$ cat src/hw/bp_debug_map.vh
// Constants for the breakpoint debug unit: register byte addresses,
// field positions, event codes and exception vectors.
// Assumes inclusion by the debug unit and its testbench; holds definitions alone.
`ifndef BP_DEBUG_MAP_VH
`define BP_DEBUG_MAP_VH

// Register byte addresses on the APB side.
`define A_BP_ADDR_ZERO   6'h00
`define A_BP_ADDR_ONE    6'h04
`define A_BP_ADDR_TWO    6'h08
`define A_BP_ADDR_THREE  6'h0C
`define A_ALIAS_FOUR     6'h10
`define A_ALIAS_FIVE     6'h14
`define A_DEBUG_STATUS   6'h18
`define A_DEBUG_CONTROL  6'h1C
`define A_CONTROL_FOUR   6'h20
`define A_IRQ_STATUS     6'h24
`define A_IRQ_ENABLE     6'h28
`define A_IRQ_CLEAR      6'h2C

// Word index of the alias and real status/control registers.
`define IDX_ALIAS_FOUR   4'h4
`define IDX_ALIAS_FIVE   4'h5
`define IDX_STATUS       4'h6
`define IDX_CONTROL      4'h7

// Debug control fields.
`define CTL_LOCAL_COMPAT  8
`define CTL_GLOBAL_COMPAT 9
`define CTL_GUARD         13
`define CTL_FIELD_BASE    16
`define CTL_WMASK         32'hFFFF23FF

// Debug status fields.
`define ST_ACCESS  13
`define ST_STEP    14
`define ST_TASK    15
`define ST_WMASK   32'h0000E00F

// Debug extension enable inside control register four.
`define CR4_DBG_EXT 3

// Breakpoint kind and size encodings.
`define KIND_EXEC   2'h0
`define KIND_WRITE  2'h1
`define KIND_IO     2'h2
`define KIND_RDWR   2'h3
`define SIZE_ONE    2'h0
`define SIZE_TWO    2'h1
`define SIZE_FOUR   2'h3

// Processor cycle kinds on the cycle port.
`define CYC_FETCH  2'h0
`define CYC_WRITE  2'h1
`define CYC_IO     2'h2
`define CYC_READ   2'h3

// Exception vectors.
`define VEC_DEBUG  8'h01
`define VEC_BREAK  8'h03
`define VEC_UNDEF  8'h06

// Interrupt status bits.
`define IRQ_DEBUG  0
`define IRQ_BREAK  1
`define IRQ_UNDEF  2

`endif

$ cat src/hw/breakpoint_debug_unit.v
// Breakpoint debug unit: four address breakpoints, debug status and
// control, alias handling and debug exception requests.
// Assumes the core reports cycles, retirements and task switches on
// ref_clk_in, and that debug register instructions arrive over APB.
`timescale 1ns/100ps
`default_nettype none
`include "bp_debug_map.vh"

// Contract
// RQ1: Four 32-bit breakpoint address registers compared with cycle linear addresses.
// RQ2: With extensions off, alias four/five reach status/control registers.
// RQ3: With extensions on, any alias access raises undefined-opcode instead; here a guarded alias access faults on vector 01h.
// RQ4: An enabled breakpoint match sets its hit flag in status.
// RQ5: Disabled matching breakpoints set hit flags too, but raise no exception.
// RQ6: Guarded debug register access sets access flag, excepts before access.
// RQ7: Step flag set gives an exception per retired instruction, step flag.
// RQ8: Switch to a trapping task sets task flag and raises exception.
// RQ9: Local enables enable breakpoints; every task switch clears them.
// RQ10: Global enables survive task switches and override clear locals.
// RQ11: Compatibility bits are stored but change nothing.
// RQ12: Guard bit arms access detection; any debug exception clears it.
// RQ13: Kind field selects execute, write, port access or read/write.
// RQ14: Size field selects one, two or four bytes; 10b undefined.
// RQ15: Software pairs execute kind with one-byte size.
// RQ16: Port kind only valid with extensions on; else treated as no match.
// RQ17: Data, port, step and task events trap on vector 01h.
// RQ18: Execute breakpoints and access detection fault on vector 01h.
// RQ19: Opcode CCh traps on vector 03h after it executes; here it is dropped when a debug event falls in the same cycle.
module breakpoint_debug_unit (
    // Clock and reset.
    input  wire        ref_clk_in,
    input  wire        rst_in,
    // APB slave.
    input  wire        psel_in,
    input  wire        penable_in,
    input  wire        pwrite_in,
    input  wire [5:0]  paddr_in,
    input  wire [31:0] pwdata_in,
    output reg  [31:0] prdata_out,
    output reg         pready_out,
    output reg         pslverr_out,
    // Processor cycle monitor.
    input  wire        cyc_valid_in,
    input  wire [1:0]  cyc_kind_in,
    input  wire [31:0] cyc_addr_in,
    // Instruction and task events.
    input  wire        insn_done_in,
    input  wire        step_flag_in,
    input  wire        brk_insn_done_in,
    input  wire        task_switch_in,
    input  wire        task_trap_in,
    // Exception request.
    output reg         exc_valid_out,
    output reg  [7:0]  exc_vector_out,
    output reg         exc_fault_out,
    output reg         irq_out
);

    // Match window check: the size field masks the low address bits.
    // A size of 10b is undefined and is compared here as a single byte.
    function hit;
        input [31:0] bp;
        input [1:0]  size;
        input [31:0] a;
        reg   [31:0] m;
        begin
            m = 32'hFFFFFFFF;
            if (size == `SIZE_TWO) begin
                m = 32'hFFFFFFFE; // RQ14
            end else if (size == `SIZE_FOUR) begin
                m = 32'hFFFFFFFC; // RQ14
            end
            hit = ((bp & m) == (a & m));
        end
    endfunction

    // Kind check between a breakpoint kind field and a cycle kind.
    // The port kind never matches with extensions off, so no stray trap follows.
    function kind_ok;
        input [1:0] kind;
        input [1:0] cyc;
        input       ext;
        begin
            case (kind)
                `KIND_EXEC:  kind_ok = (cyc == `CYC_FETCH); // RQ13
                `KIND_WRITE: kind_ok = (cyc == `CYC_WRITE); // RQ13
                `KIND_IO:    kind_ok = ext && (cyc == `CYC_IO); // RQ16
                default:     kind_ok = (cyc == `CYC_WRITE) || (cyc == `CYC_READ); // RQ13
            endcase
        end
    endfunction

    // Architectural state.
    // No reset values are documented; every register clears to zero here.
    reg [31:0] bp_addr [0:3];
    reg [31:0] debug_control;
    reg [31:0] debug_status;
    reg [31:0] control_reg_four;
    reg [2:0]  irq_status;
    reg [2:0]  irq_enable;
    reg        trap_pend;

    // Decoded views of debug control and control register four.
    wire       dbg_extensions_on      = control_reg_four[`CR4_DBG_EXT];
    wire       regaccess_guard_enable = debug_control[`CTL_GUARD];
    wire [3:0] local_bp_enables;
    wire [3:0] global_bp_enables;
    wire [7:0] bp_kind_fields;
    wire [7:0] bp_size_fields;

    // Each breakpoint has an enable pair in the low byte and a field nibble above bit 16.
    genvar g;
    generate
        for (g = 0; g < 4; g = g + 1) begin : field_view
            assign local_bp_enables[g]       = debug_control[2*g];
            assign global_bp_enables[g]      = debug_control[2*g+1];
            assign bp_kind_fields[2*g+1:2*g] = debug_control[`CTL_FIELD_BASE+4*g+1 -: 2];
            assign bp_size_fields[2*g+1:2*g] = debug_control[`CTL_FIELD_BASE+4*g+3 -: 2];
        end
    endgenerate

    // Breakpoint comparison on each monitored cycle.
    reg [3:0] bp_hit_flags;
    reg [3:0] bp_armed;
    reg       hit_exec;
    reg       hit_data;
    integer   i;
    always @* begin
        bp_hit_flags = 4'h0;
        bp_armed     = 4'h0;
        hit_exec     = 1'b0;
        hit_data     = 1'b0;
        for (i = 0; i < 4; i = i + 1) begin
            // Matching is independent of enables; enables only arm exceptions.
            bp_hit_flags[i] = cyc_valid_in
                && kind_ok(bp_kind_fields[2*i+1 -: 2], cyc_kind_in, dbg_extensions_on)
                && hit(bp_addr[i], bp_size_fields[2*i+1 -: 2], cyc_addr_in); // RQ1
            bp_armed[i] = bp_hit_flags[i]
                && (local_bp_enables[i] || global_bp_enables[i]); // RQ10
            if (bp_armed[i] && bp_kind_fields[2*i+1 -: 2] == `KIND_EXEC) begin
                hit_exec = 1'b1; // RQ18
            end else if (bp_armed[i]) begin
                hit_data = 1'b1; // RQ17
            end
        end
    end

    // APB access decode; the access is taken in the first access cycle.
    // The guard is checked first, so a guarded alias access faults on vector 01h.
    wire       acc       = psel_in && penable_in && !pready_out;
    wire [3:0] idx       = paddr_in[5:2];
    wire       dr_space  = (paddr_in[5] == 1'b0);
    wire       alias_hit = dr_space
        && (idx == `IDX_ALIAS_FOUR || idx == `IDX_ALIAS_FIVE);
    wire       guard_hit = acc && dr_space && regaccess_guard_enable; // RQ6
    wire       undef_hit = acc && alias_hit && dbg_extensions_on && !guard_hit; // RQ3
    wire       do_acc    = acc && !guard_hit && !undef_hit;
    // Alias four reaches status and alias five reaches control.
    wire [3:0] eff_idx   = alias_hit ? idx + 4'h2 : idx; // RQ2

    // Exception sources in priority order.
    // An opcode trap in the same cycle as a debug event is dropped.
    wire step_ev  = insn_done_in && step_flag_in;          // RQ7
    wire task_ev  = task_switch_in && task_trap_in;        // RQ8
    wire trap_ev  = (trap_pend && insn_done_in) || step_ev || task_ev;
    wire fault_ev = hit_exec || guard_hit;                 // RQ18
    wire dbg_ev   = fault_ev || trap_ev;
    wire brk_ev   = brk_insn_done_in && !dbg_ev;           // RQ19

    // Read data mux for the taken access.
    // Reserved and write-only locations read as zero.
    reg [31:0] rd;
    always @* begin
        rd = 32'h00000000;
        if (dr_space) begin
            case (eff_idx)
                4'h0:         rd = bp_addr[0];
                4'h1:         rd = bp_addr[1];
                4'h2:         rd = bp_addr[2];
                4'h3:         rd = bp_addr[3];
                `IDX_STATUS:  rd = debug_status;
                `IDX_CONTROL: rd = debug_control;
                default:      rd = 32'h00000000;
            endcase
        end else begin
            case (paddr_in)
                `A_CONTROL_FOUR: rd = control_reg_four;
                `A_IRQ_STATUS:   rd = {29'h0, irq_status};
                `A_IRQ_ENABLE:   rd = {29'h0, irq_enable};
                default:         rd = 32'h00000000;
            endcase
        end
    end

    // Unmapped addresses lie above the clear register.
    // Misaligned addresses are refused as unmapped as well.
    wire mapped = (paddr_in <= `A_IRQ_CLEAR) && (paddr_in[1:0] == 2'h0);
    wire wr     = do_acc && pwrite_in && mapped;

    // APB answer: ready one cycle after the access phase begins.
    // Every access lasts two access cycles; its register effect lands at the first.
    always @(posedge ref_clk_in) begin
        if (rst_in) begin
            pready_out  <= 1'b0;
            pslverr_out <= 1'b0;
            prdata_out  <= 32'h00000000;
        end else begin
            pready_out  <= acc;
            pslverr_out <= acc && (guard_hit || undef_hit || !mapped);
            prdata_out  <= (do_acc && !pwrite_in && mapped) ? rd : 32'h00000000;
        end
    end

    // Breakpoint address registers.
    // Addresses are stored whole; the size field masks low bits only when comparing.
    always @(posedge ref_clk_in) begin
        if (rst_in) begin
            bp_addr[0] <= 32'h00000000;
            bp_addr[1] <= 32'h00000000;
            bp_addr[2] <= 32'h00000000;
            bp_addr[3] <= 32'h00000000;
        end else if (wr && dr_space && idx < 4'h4) begin
            bp_addr[idx[1:0]] <= pwdata_in; // RQ1
        end
    end

    // Debug control: software writes, task switch and exception updates.
    // A task switch clears the locals even after a same-cycle software write.
    reg [31:0] next_control;
    always @* begin
        next_control = debug_control;
        if (wr && dr_space && eff_idx == `IDX_CONTROL) begin
            // Compatibility bits are kept but feed no logic.
            next_control = pwdata_in & `CTL_WMASK; // RQ11
        end
        if (task_switch_in) begin
            next_control = next_control & 32'hFFFFFFAA; // RQ9
        end
        if (dbg_ev) begin
            next_control[`CTL_GUARD] = 1'b0; // RQ12
        end
    end

    always @(posedge ref_clk_in) begin
        if (rst_in) begin
            debug_control <= 32'h00000000;
        end else begin
            debug_control <= next_control;
        end
    end

    // Debug status: hardware sets win over a software write.
    // Software may clear sticky flags, but a same-cycle event keeps its own flag.
    reg [31:0] next_status;
    always @* begin
        next_status = debug_status;
        if (wr && dr_space && eff_idx == `IDX_STATUS) begin
            next_status = pwdata_in & `ST_WMASK;
        end
        next_status[3:0] = next_status[3:0] | bp_hit_flags; // RQ4 RQ5
        if (guard_hit) begin
            next_status[`ST_ACCESS] = 1'b1; // RQ6
        end
        if (step_ev) begin
            next_status[`ST_STEP] = 1'b1; // RQ7
        end
        if (task_ev) begin
            next_status[`ST_TASK] = 1'b1; // RQ8
        end
    end

    always @(posedge ref_clk_in) begin
        if (rst_in) begin
            debug_status <= 32'h00000000;
        end else begin
            debug_status <= next_status;
        end
    end

    // Control register four holds the debug extension enable.
    // Only the extension bit has a function; the other bits are kept for software.
    always @(posedge ref_clk_in) begin
        if (rst_in) begin
            control_reg_four <= 32'h00000000;
        end else if (wr && paddr_in == `A_CONTROL_FOUR) begin
            control_reg_four <= pwdata_in;
        end
    end

    // Data and port breakpoints wait for the instruction to retire.
    // A fresh data hit in a retire cycle stays pending for the next retirement.
    always @(posedge ref_clk_in) begin
        if (rst_in) begin
            trap_pend <= 1'b0;
        end else if (hit_data) begin
            trap_pend <= 1'b1; // RQ17
        end else if (trap_ev) begin
            trap_pend <= 1'b0;
        end
    end

    // Exception request, one-cycle pulse with vector and kind.
    // Debug events outrank the opcode trap, which outranks the undefined alias.
    always @(posedge ref_clk_in) begin
        if (rst_in) begin
            exc_valid_out  <= 1'b0;
            exc_vector_out <= 8'h00;
            exc_fault_out  <= 1'b0;
        end else begin
            exc_valid_out  <= dbg_ev || brk_ev || undef_hit;
            exc_fault_out  <= fault_ev || (undef_hit && !trap_ev); // RQ18
            if (dbg_ev) begin
                exc_vector_out <= `VEC_DEBUG; // RQ17 RQ18
            end else if (brk_ev) begin
                exc_vector_out <= `VEC_BREAK; // RQ19
            end else if (undef_hit) begin
                exc_vector_out <= `VEC_UNDEF; // RQ3
            end else begin
                exc_vector_out <= 8'h00;
            end
        end
    end

    // Interrupt status: sticky, set wins over clear.
    // The output looks ahead at next status and enable, so it follows without lag.
    wire [2:0] irq_set = {undef_hit, brk_ev, dbg_ev};
    wire [2:0] irq_clr = (wr && paddr_in == `A_IRQ_CLEAR) ? pwdata_in[2:0] : 3'h0;
    always @(posedge ref_clk_in) begin
        if (rst_in) begin
            irq_status <= 3'h0;
            irq_enable <= 3'h0;
            irq_out    <= 1'b0;
        end else begin
            irq_status <= (irq_status & ~irq_clr) | irq_set;
            if (wr && paddr_in == `A_IRQ_ENABLE) begin
                irq_enable <= pwdata_in[2:0];
            end
            irq_out <= |(((irq_status & ~irq_clr) | irq_set)
                        & ((wr && paddr_in == `A_IRQ_ENABLE) ? pwdata_in[2:0] : irq_enable));
        end
    end

endmodule
`default_nettype wire

$ cat config.mk
export PLATFORM = sky130hd
export DESIGN_NAME = breakpoint_debug_unit
export DESIGN_NICKNAME = d
export VERILOG_FILES = /design/src/hw/breakpoint_debug_unit.v
export VERILOG_INCLUDE_DIRS = /design/src /design/src/hw
export SDC_FILE = /design/constraint.sdc
export NUM_CORES = 1
export LEC_CHECK = 0
export BUFFER_PORTS_ARGS = -buffer_cell sky130_fd_sc_hd__buf_2
export CORE_MARGIN = 2
export CORE_UTILIZATION = 50
export DETAILED_ROUTE_END_ITERATION = 10
export PLACE_DENSITY_LB_ADDON = 0.12
export SLEW_MARGIN = 0
export SYNTH_ARGS = -nofsm -noshare
export SYNTH_HDL_FRONTEND = slang
export SYNTH_SLANG_ARGS = --single-unit
$ cat constraint.sdc
create_clock -name ref_clk_in -period 7.7 [get_ports ref_clk_in]
set_input_delay 0.77 -clock ref_clk_in [delete_from_list [all_inputs] [get_ports ref_clk_in]]
set_output_delay 0.77 -clock ref_clk_in [all_outputs]
set_load 0.01 [all_outputs]
### After elaboration in Yosys (flattened, before gate mapping)

Memory sizes are Yosys's and may differ from the RTL's.
Index checks and enable logic that the tools add are counted.

| storage, ports and cells | value |
|---|---|
| register bits | 118 |
| RAM bits | 128 |
| memories kept | 1 |

| operators by class | value |
|---|---|
| add/subtract/negate cells | 1 |
| order comparisons | 2 |
| equal/unequal tests | 34 |
| mux-type cells | 48 |
| bitwise gates (word level) | 15 |
| reductions and logical operators | 84 |

Memories:

| name | depth | bits a word | read ports | clocked after Yosys merged registers in | write ports | RTL line | RTL |
|---|---|---|---|---|---|---|---|
| bp_addr | 4 | 32 | 4 | 0 | 4 | breakpoint_debug_unit.v:95 | `reg [31:0] bp_addr [0:3];` |

Operators with widths:

| operator | count |
|---|---|
| $and 32x32->32 | 8 |
| $pmux 32 s6 | 1 |
| $eq 32x32->1 | 4 |
| $mux 32 | 3 |
| $pmux 32 s3 | 1 |
| $logic_and 1x1->1 | 45 |
| $reduce_or 32->1 | 1 |
| $eq 6x6->1 const B | 4 |
| $mux 1 | 24 |
| $eq 2x2->1 const B | 10 |
| $mux 2 | 10 |
| $eq 2x1->1 const B | 9 |
| $eq 4x3->1 const B | 4 |
| $mux 16 | 1 |
| $logic_or 1x1->1 | 15 |
| $logic_not 2->1 | 6 |
| $pmux 1 s3 | 4 |
| $mux 3 | 3 |
| $eq 4x2->1 const B | 2 |
| $reduce_bool 2->1 | 4 |
| $logic_not 1->1 | 7 |
| $and 3x3->3 | 2 |
| $le 6x6->1 const B | 1 |
| $reduce_or 2->1 | 3 |
| 10 further kinds | 12 |

### Longest topological paths before layout

Gate-level depths: netlist of the first run.

| logic depth | value |
|---|---|
| depth after elaboration | 19 |
| depth in mapped cells | 11 |

### Worst setup path after synthesis of the first run

No wires, ideal clock.

| timing path | value |
|---|---|
| kind | input port to flip-flop |
| start | in paddr_in[5] |
| end | mem bp_addr[0][0], enable pin |
| setup time | 0.388 ns |
| arrival time | 2.910 ns |
| data required time | 7.312 ns |
| slack | 4.403 ns |
| stages on the path | 6 |
| cells stage by stage | buf_2 > a211oi_4 > or3b_4 > or3_4 > nor2_1 > a21o_1 |

RTL lines:

| what | RTL line | RTL |
|---|---|---|
| start, declared | breakpoint_debug_unit.v:37 | `input wire [5:0] paddr_in,` |
| end, declared | breakpoint_debug_unit.v:95 |  |

### Final worst setup path of the first run

| timing path | value |
|---|---|
| start | in paddr_in[3] |
| end | reg debug_control[4] |

| between the ends | value |
|---|---|
| word-level cells in the longest chain between the ends | 12 |
| elaborated cells on any way between the ends | 18 |
| classes of those cells | add/sub: 1; order compare: 1; eq/ne: 3; mux: 1; reduce/logical: 12 |

RTL lines:

| what | RTL line | RTL |
|---|---|---|
| $eq 4x3->1 (no source line) | n/a |  |
| $logic_or 1x1->1 (no source line) | n/a |  |
| $logic_and 1x1->1 | breakpoint_debug_unit.v:153 | `wire alias_hit = dr_space` |
| $logic_and 1x1->1 (3 in series) | breakpoint_debug_unit.v:156 | `wire undef_hit = acc && alias_hit && dbg_extensions_on && !guard_hit;` |
| $logic_not 1->1 | breakpoint_debug_unit.v:157 | `wire do_acc = acc && !guard_hit && !undef_hit;` |
| $logic_and 1x1->1 | breakpoint_debug_unit.v:157 |  |
| $logic_and 1x1->1 (2 in series) | breakpoint_debug_unit.v:198 | `wire wr = do_acc && pwrite_in && mapped;` |
| $logic_and 1x1->1 | breakpoint_debug_unit.v:232 | `` if (wr && dr_space && eff_idx == `IDX_CONTROL) begin `` |
| $logic_and 1x1->1 (no source line) * | n/a |  |
| end signal, assigned | breakpoint_debug_unit.v:248 | `debug_control <= next_control;` |
| end, declared | breakpoint_debug_unit.v:96 | `reg [31:0] debug_control;` |

Every way passes the cells marked *; elsewhere a longest branch is shown, timed or not.
A chain may end at the register's enable or synchronous reset.

==> results of run 1 <==
cell families (layout without fill, tap and decap cells):
logic type	Yosys count	in the layout	share of synthesized area
flip-flops	241	241	0.527
adder cells (fa/ha/maj)	1	1	0.00108
XOR/XNOR	120	120	0.0908
AND/OR/NAND/NOR	388	388	0.176
other	1	7	0.000324
AO/OA/AOI/OAI	207	207	0.119
buffers and inverters	104	201	0.0372
multiplexers	51	51	0.0479
layer usage:
layer / GRT usage / wire length [um]
met3: 0.0636 / 3370
met1: 0.418 / 15600
met2: 0.504 / 17700
met5: 0 / 8
met4: 0.118 / 1590
cell usage after synthesis (18+ instances only):
cell type / count / area share
and3_1: 67 / 0.036
xnor2_1: 66 / 0.050
a22oi_1: 30 / 0.019
nand4_1: 18 / 0.0097
a21oi_1: 100 / 0.043
mux2i_1: 19 / 0.016
nor2_1: 29 / 0.0094
xor2_1: 54 / 0.041
mux2_2: 31 / 0.030
nand2_1: 134 / 0.043
dfxtp_1: 113 / 0.20
clkbuf_1: 73 / 0.024
nor4_1: 23 / 0.012
a222oi_1: 30 / 0.026
and2_1: 66 / 0.036
edfxtp_1: 128 / 0.33
sequential cells by signal, indices dropped and copies added (netlist names):
| signal | cells |
|---|---|
| debug_status | 7 |
| exc_valid_out | 1 |
| trap_pend | 1 |
| debug_control | 27 |
| prdata_out | 32 |
| irq_enable | 3 |
| control_reg_four | 32 |
| bp_addr | 128 |
| exc_vector_out | 3 |
| pslverr_out | 1 |
| pready_out | 1 |
| irq_out | 1 |
| irq_status | 3 |
| exc_fault_out | 1 |
per-stage QoR:
stage / setup WS (ps) / area [um2] / cells / hold WS (ps) / power, mW
floorplan: 4400 / 11600 / 1117 / 431 / 1.55
global placement: 3360 / 12400 / 1453 / 439 / 1.67
detailed placement: 3300 / 12400 / 1453 / 444 / 1.67
CTS: 3850 / 13200 / 1499 / 438 / 2.85
global route: 3620 / 13200 / 1499 / 459 / 2.92
finish: 3820 / 13200 / 1501 / 449 / 2.85
cell type report:
type | count | area (um2) | share of cell area
Antenna cell | 2 | 5.00 | 0.000380
Clock inverter | 7 | 63.8 | 0.00485
Timing Repair Buffer | 138 | 733 | 0.0557
Multi-Input combinational cell | 772 | 5100 | 0.387
Inverter | 17 | 63.8 | 0.00485
Sequential cell | 241 | 6110 | 0.464
Clock buffer | 39 | 739 | 0.0562
Tap cell | 285 | 357 | 0.0271
worst max path at each step:
stage / end / slack (ps) / depth (start not counted)
after floorplan: bp_addr[0][0]$_SDFFCE_PN0P_ / 4400 / 6
after global placement: debug_control[6]$_SDFFE_PP0P_ / 3360 / 9
after detailed placement: debug_control[6]$_SDFFE_PP0P_ / 3300 / 9
after CTS: debug_control[6]$_SDFFE_PP0P_ / 3850 / 9
after global routing: debug_control[4]$_SDFFE_PP0P_ / 3620 / 8
final: debug_control[4]$_SDFFE_PP0P_ / 3820 / 8
where the power goes:
part	internal [mW]	total, mW	switching (mW)
clock network	0.693	1.20	0.509
registers	1.38	1.40	0.0211
logic	0.0790	0.249	0.170
total	2.15	2.85	0.700
==> flow_summary.yaml, run 1 <==
outcome:
  outcome: "finished clean"
floorplan:
  fp.dieArea_um2: 24400
  ios: 128
  die_width_um: 156
  die_h_um: 156
  rows: 55
  start_util: 0.510
  coreArea_um2: 22700
setup_path:
  cp.arrival_ps: 4270
  critical_path.cell_chain: "buf_2, ha_1, a21oi_1, nor3_1, and2_1, nand2b_1, mux2i_1, nor3_1"
  critPathKind: "primary input to register"
  r2r_cells: 6
  endpoint_kind: "register"
  required_ps: 8090
  cp.buffers_inverters: 1
  crit_fanout: 24
  cp_common_cell: "nor3_1"
  reg2reg_to: "bp_addr[0][23]$_SDFFCE_PN0P_"
  max_stage_delay_ps: 970
  critPathLaunch: "paddr_in[3]"
  rrSetupSlack_ps: 4570
  path_delay_family: "simple AND/OR/NAND/NOR gates"
  startpoint_type: "primary input"
  cp_slowest_cell: "and2_1"
  worstReg2RegStart: "pready_out$_SDFF_PP0_"
power_and_ir_drop:
  power_density_nw_per_um2: 217
  ir_worst_vdd_uv: 157
  total_leakage_power_nw: 5.01
clock_tree:
  cts.repair.resized: 0
  cts_tree: "built"
  h-tree-depth: 1
  holdBufCountCts: 0
  clk_latency_ps: 550
  clock_path_buffers: 3
  cts_buffers: 25
  cts_root_buf: "clkbuf_16"
  cts_setup_buffers: 0
  cts.clk_slew.worst_paths_ps: 60
  clock-sinks: 241
min_path:
  whs_path_depth: 2
  hold_path_end: "exc_vector_out[2]$_SDFF_PP0_"
  hold_start: "brk_insn_done_in"
  hold_class: "primary input to register"
drt:
  num_vias: 9323
  first_pass_iters: 8
  drtAntennaViolNets: 0
  wirelength_mm: 38.2
  drt_iter0_drc: 1067
  routedWlPerCell_um: 25.5
  viasPerCell: 6.21
  drc_errors: 0
yosys:
  synthCells: 1113
  ys.flop_type: "edfxtp_1"
  yosysWarnings: 0
  syn_avg_cell_area_um2: 10.4
  synth.distinct_cells: 62
  synth_seq_area_share: 0.527
  synth-seq-cells: 241
  synth-edff-count: 128
  synthArstFlopShare: 0
  synthesis.area_um2: 11600
cells_and_area:
  post-route-util: 0.580
  nets: 1279
  final_cell_mix: "nand2_1, edfxtp_1, buf_2"
  layout_commonest_cell: "nand2_1"
  fillers: 2005
  drive_gt1_frac: 0.185
  syn2layout_area_growth_pct: 13.7
global_route:
  antenna_found_initial: 3
  grt_max_degree: 97
  first_global_vias: 8929
  groute.usage.overall: 0.313
  grt_pass1_wl_mm: 56.1
  globalRouteOverflowTotal: 0
timing:
  skew_ps: 24.0
  finalMaxSlewViolations: 0
  rsz0062_at_grt: "no"
  setup_viol: 0
  fmaxAchievable_ghz: 0.258
  setup_tns_ps: 0
  period_needed_ps: 3880
  slew_headroom: 0.122
  finalCritPeriodShare: 0.504
  tightestPinTransition_ps: 1310
  hold_viol_final: 0
place:
  dp_hpwl_mm: 25.9
  gp_congestion: 0.936
  io_buffers: 122
job:
  drv_cap: 0
Note: power is estimated with default switching activity, not from simulation.
==> run 2, diff against run 1 <==
clock period = 3.35 ns   (was 7.7 ns; I/O delays follow)
==> run 2 against run 1 <==
Design area rose by 0.92%; cell count grew 1.1%; clock skew down 16 ps; register-to-register slack worse by 3900 ps; clock-buffer cell count down 2; sequential share of layout area is 0.42 points lower; non-clock buffer count grew 20; setup slack got worse by 3100 ps; sequential power increased by 130%; global-route usage is 0.69 points higher; routed wire length is 2.6% higher; via count grew 1.9%; critical endpoint is now irq_out$_SDFF_PP0_.
==> flow_summary.yaml, run 2 (same netlist as run 1, synthesis figures left out) <==
setup_path:
  endpoint_kind: "register"
  reg2reg_to: "irq_out$_SDFF_PP0_"
  critPathLaunch: "bp_addr[2][27]$_SDFFCE_PN0P_"
  crit_end: "irq_out$_SDFF_PP0_"
  cp.arrival_ps: 3080
  startpoint_type: "register"
  required_ps: 3750
  worstReg2RegStart: "bp_addr[2][27]$_SDFFCE_PN0P_"
  r2r_cells: 7
  rrSetupSlack_ps: 670
  crit_fanout: 4
  critPathKind: "register to register"
clock_tree:
  cts_tree: "built"
  cts_setup_buffers: 0
  cts.clk_slew.worst_paths_ps: 60
  clock-sinks: 241
  cts.repair.resized: 0
  cts_root_buf: "clkbuf_16"
  cts_buffers: 25
  holdBufCountCts: 0
  clock_path_buffers: 3
  h-tree-depth: 1
  clk_latency_ps: 520
cells_and_area:
  seqCellArea_um2: 6110
  diodes: 0
  drive_gt1_frac: 0.195
  multiInputGateArea_um2: 5100
  nets: 1299
  fin_area_um2: 13300
  fillers: 1958
  top_register: "bp_addr"
  reg_top3: "bp_addr (128), control_reg_four (32), prdata_out (32)"
  syn2layout_area_growth_pct: 14.8
  final_cell_mix: "nand2_1, edfxtp_1, buf_2"
  layout_commonest_cell: "nand2_1"
  largest_reg_flops: 128
timing:
  setup_tns_ps: 0
  slew_headroom: 0.568
  period_needed_ps: 2680
  rsz0062_at_grt: "no"
  finalCritPeriodShare: 0.799
  fmaxAchievable_ghz: 0.374
  hold_viol_final: 0
  setup_viol: 0
  finalMaxSlewViolations: 0
  skew_ps: 8.17
  tightestPinTransition_ps: 639
global_route:
  grt_max_degree: 52
  antenna_found_initial: 1
  groute.usage.overall: 0.320
  globalRouteOverflowTotal: 0
  first_global_vias: 9097
  grt_pass1_wl_mm: 57.3
drt:
  drc_errors: 0
  routedWlPerCell_um: 25.9
  drt_iter0_drc: 1285
  first_pass_iters: 7
  num_vias: 9497
  wirelength_mm: 39.2
  drtAntennaViolNets: 0
  viasPerCell: 6.26
floorplan:
  die_h_um: 156
  start_util: 0.510
  ios: 128
  coreArea_um2: 22700
  fp.dieArea_um2: 24400
  die_width_um: 156
  rows: 55
place:
  io_buffers: 122
  gp_congestion: 1.01
  dp_hpwl_mm: 26.7
  placed_cell_area_um2: 12600
power_and_ir_drop:
  ir_worst_vdd_uv: 343
  power_density_nw_per_um2: 480
  total_leakage_power_nw: 5.09
job:
  drv_cap: 0
outcome:
  outcome: "finished clean"
min_path:
  hold_class: "primary input to register"
## run 2: cell types whose count changed in the layout (fill, tap and decap cells not counted), sizes merged
cell / delta
clkbuf: -2
bufinv: -1
inv: -1
buf: +20
clkinv: +1
diode: -2
clkinvlp: +1
## run 2: worst min-delay path by stage
stage / startpoint / to / cells after the start
3_5_place_dp: control_reg_four[17]$_SDFFE_PP0P_ / control_reg_four[17]$_SDFFE_PP0P_ / 2
5_1_grt: brk_insn_done_in / exc_vector_out[2]$_SDFF_PP0_ / 2
2_1_floorplan: brk_insn_done_in / exc_vector_out[2]$_SDFF_PP0_ / 1
3_3_place_gp: control_reg_four[14]$_SDFFE_PP0P_ / control_reg_four[14]$_SDFFE_PP0P_ / 2
4_1_cts: brk_insn_done_in / exc_vector_out[2]$_SDFF_PP0_ / 2
6_report: brk_insn_done_in / exc_vector_out[2]$_SDFF_PP0_ / 2
## run 2: cell type report
type | count | share of cell area
clock inverters | 7 | 0.00254
flip-flops and latches | 241 | 0.459
repair buffers | 158 | 0.0702
inverters | 17 | 0.00480
well taps | 285 | 0.0268
clock buffers | 37 | 0.0527
multi-input cells | 772 | 0.383
## run 2: per-stage QoR
step / instances / setup WS, ps / hold slack [ps] / util / power, mW
finish: 1517 / 673 / 37.9 / 0.585 / 6.38
detailed placement: 1473 / 535 / 445 / 0.553 / 3.86
global route: 1517 / 570 / 54.9 / 0.585 / 6.55
CTS: 1517 / 733 / 21.5 / 0.585 / 6.38
floorplan: 1117 / 488 / 412 / - / 3.56
global placement: 1473 / 547 / 440 / 0.553 / 3.86
## run 2: power by group
part | switching, mW | total, mW | internal (mW)
combinational | 0.400 | 0.595 | 0.195
clock | 1.13 | 2.57 | 1.44
sequential | 0.0491 | 3.22 | 3.17
## run 2: per-layer routing
| layer | wire, um | part of all wire | track usage | vias to the layer above |
|---|---|---|---|---|
| li1 | - | - | - | 4227 |
| met1 | 15700 | 0.40 | 0.442 | 4573 |
| met2 | 17800 | 0.45 | 0.498 | 591 |
| met3 | 4280 | 0.11 | 0.0647 | 106 |
| met4 | 1490 | 0.038 | 0.121 | 0 |
| met5 | 0 | 0 | 0 | - |
## run 2: worst max-delay path, stage by stage (launching register included)
cell	delay [ps]
edfxtp_1	390
xor2_1	200
a311o_1	330
or4_1	530
nor4_2	380
a32o_1	290
o31ai_1	120
a221o_1	310
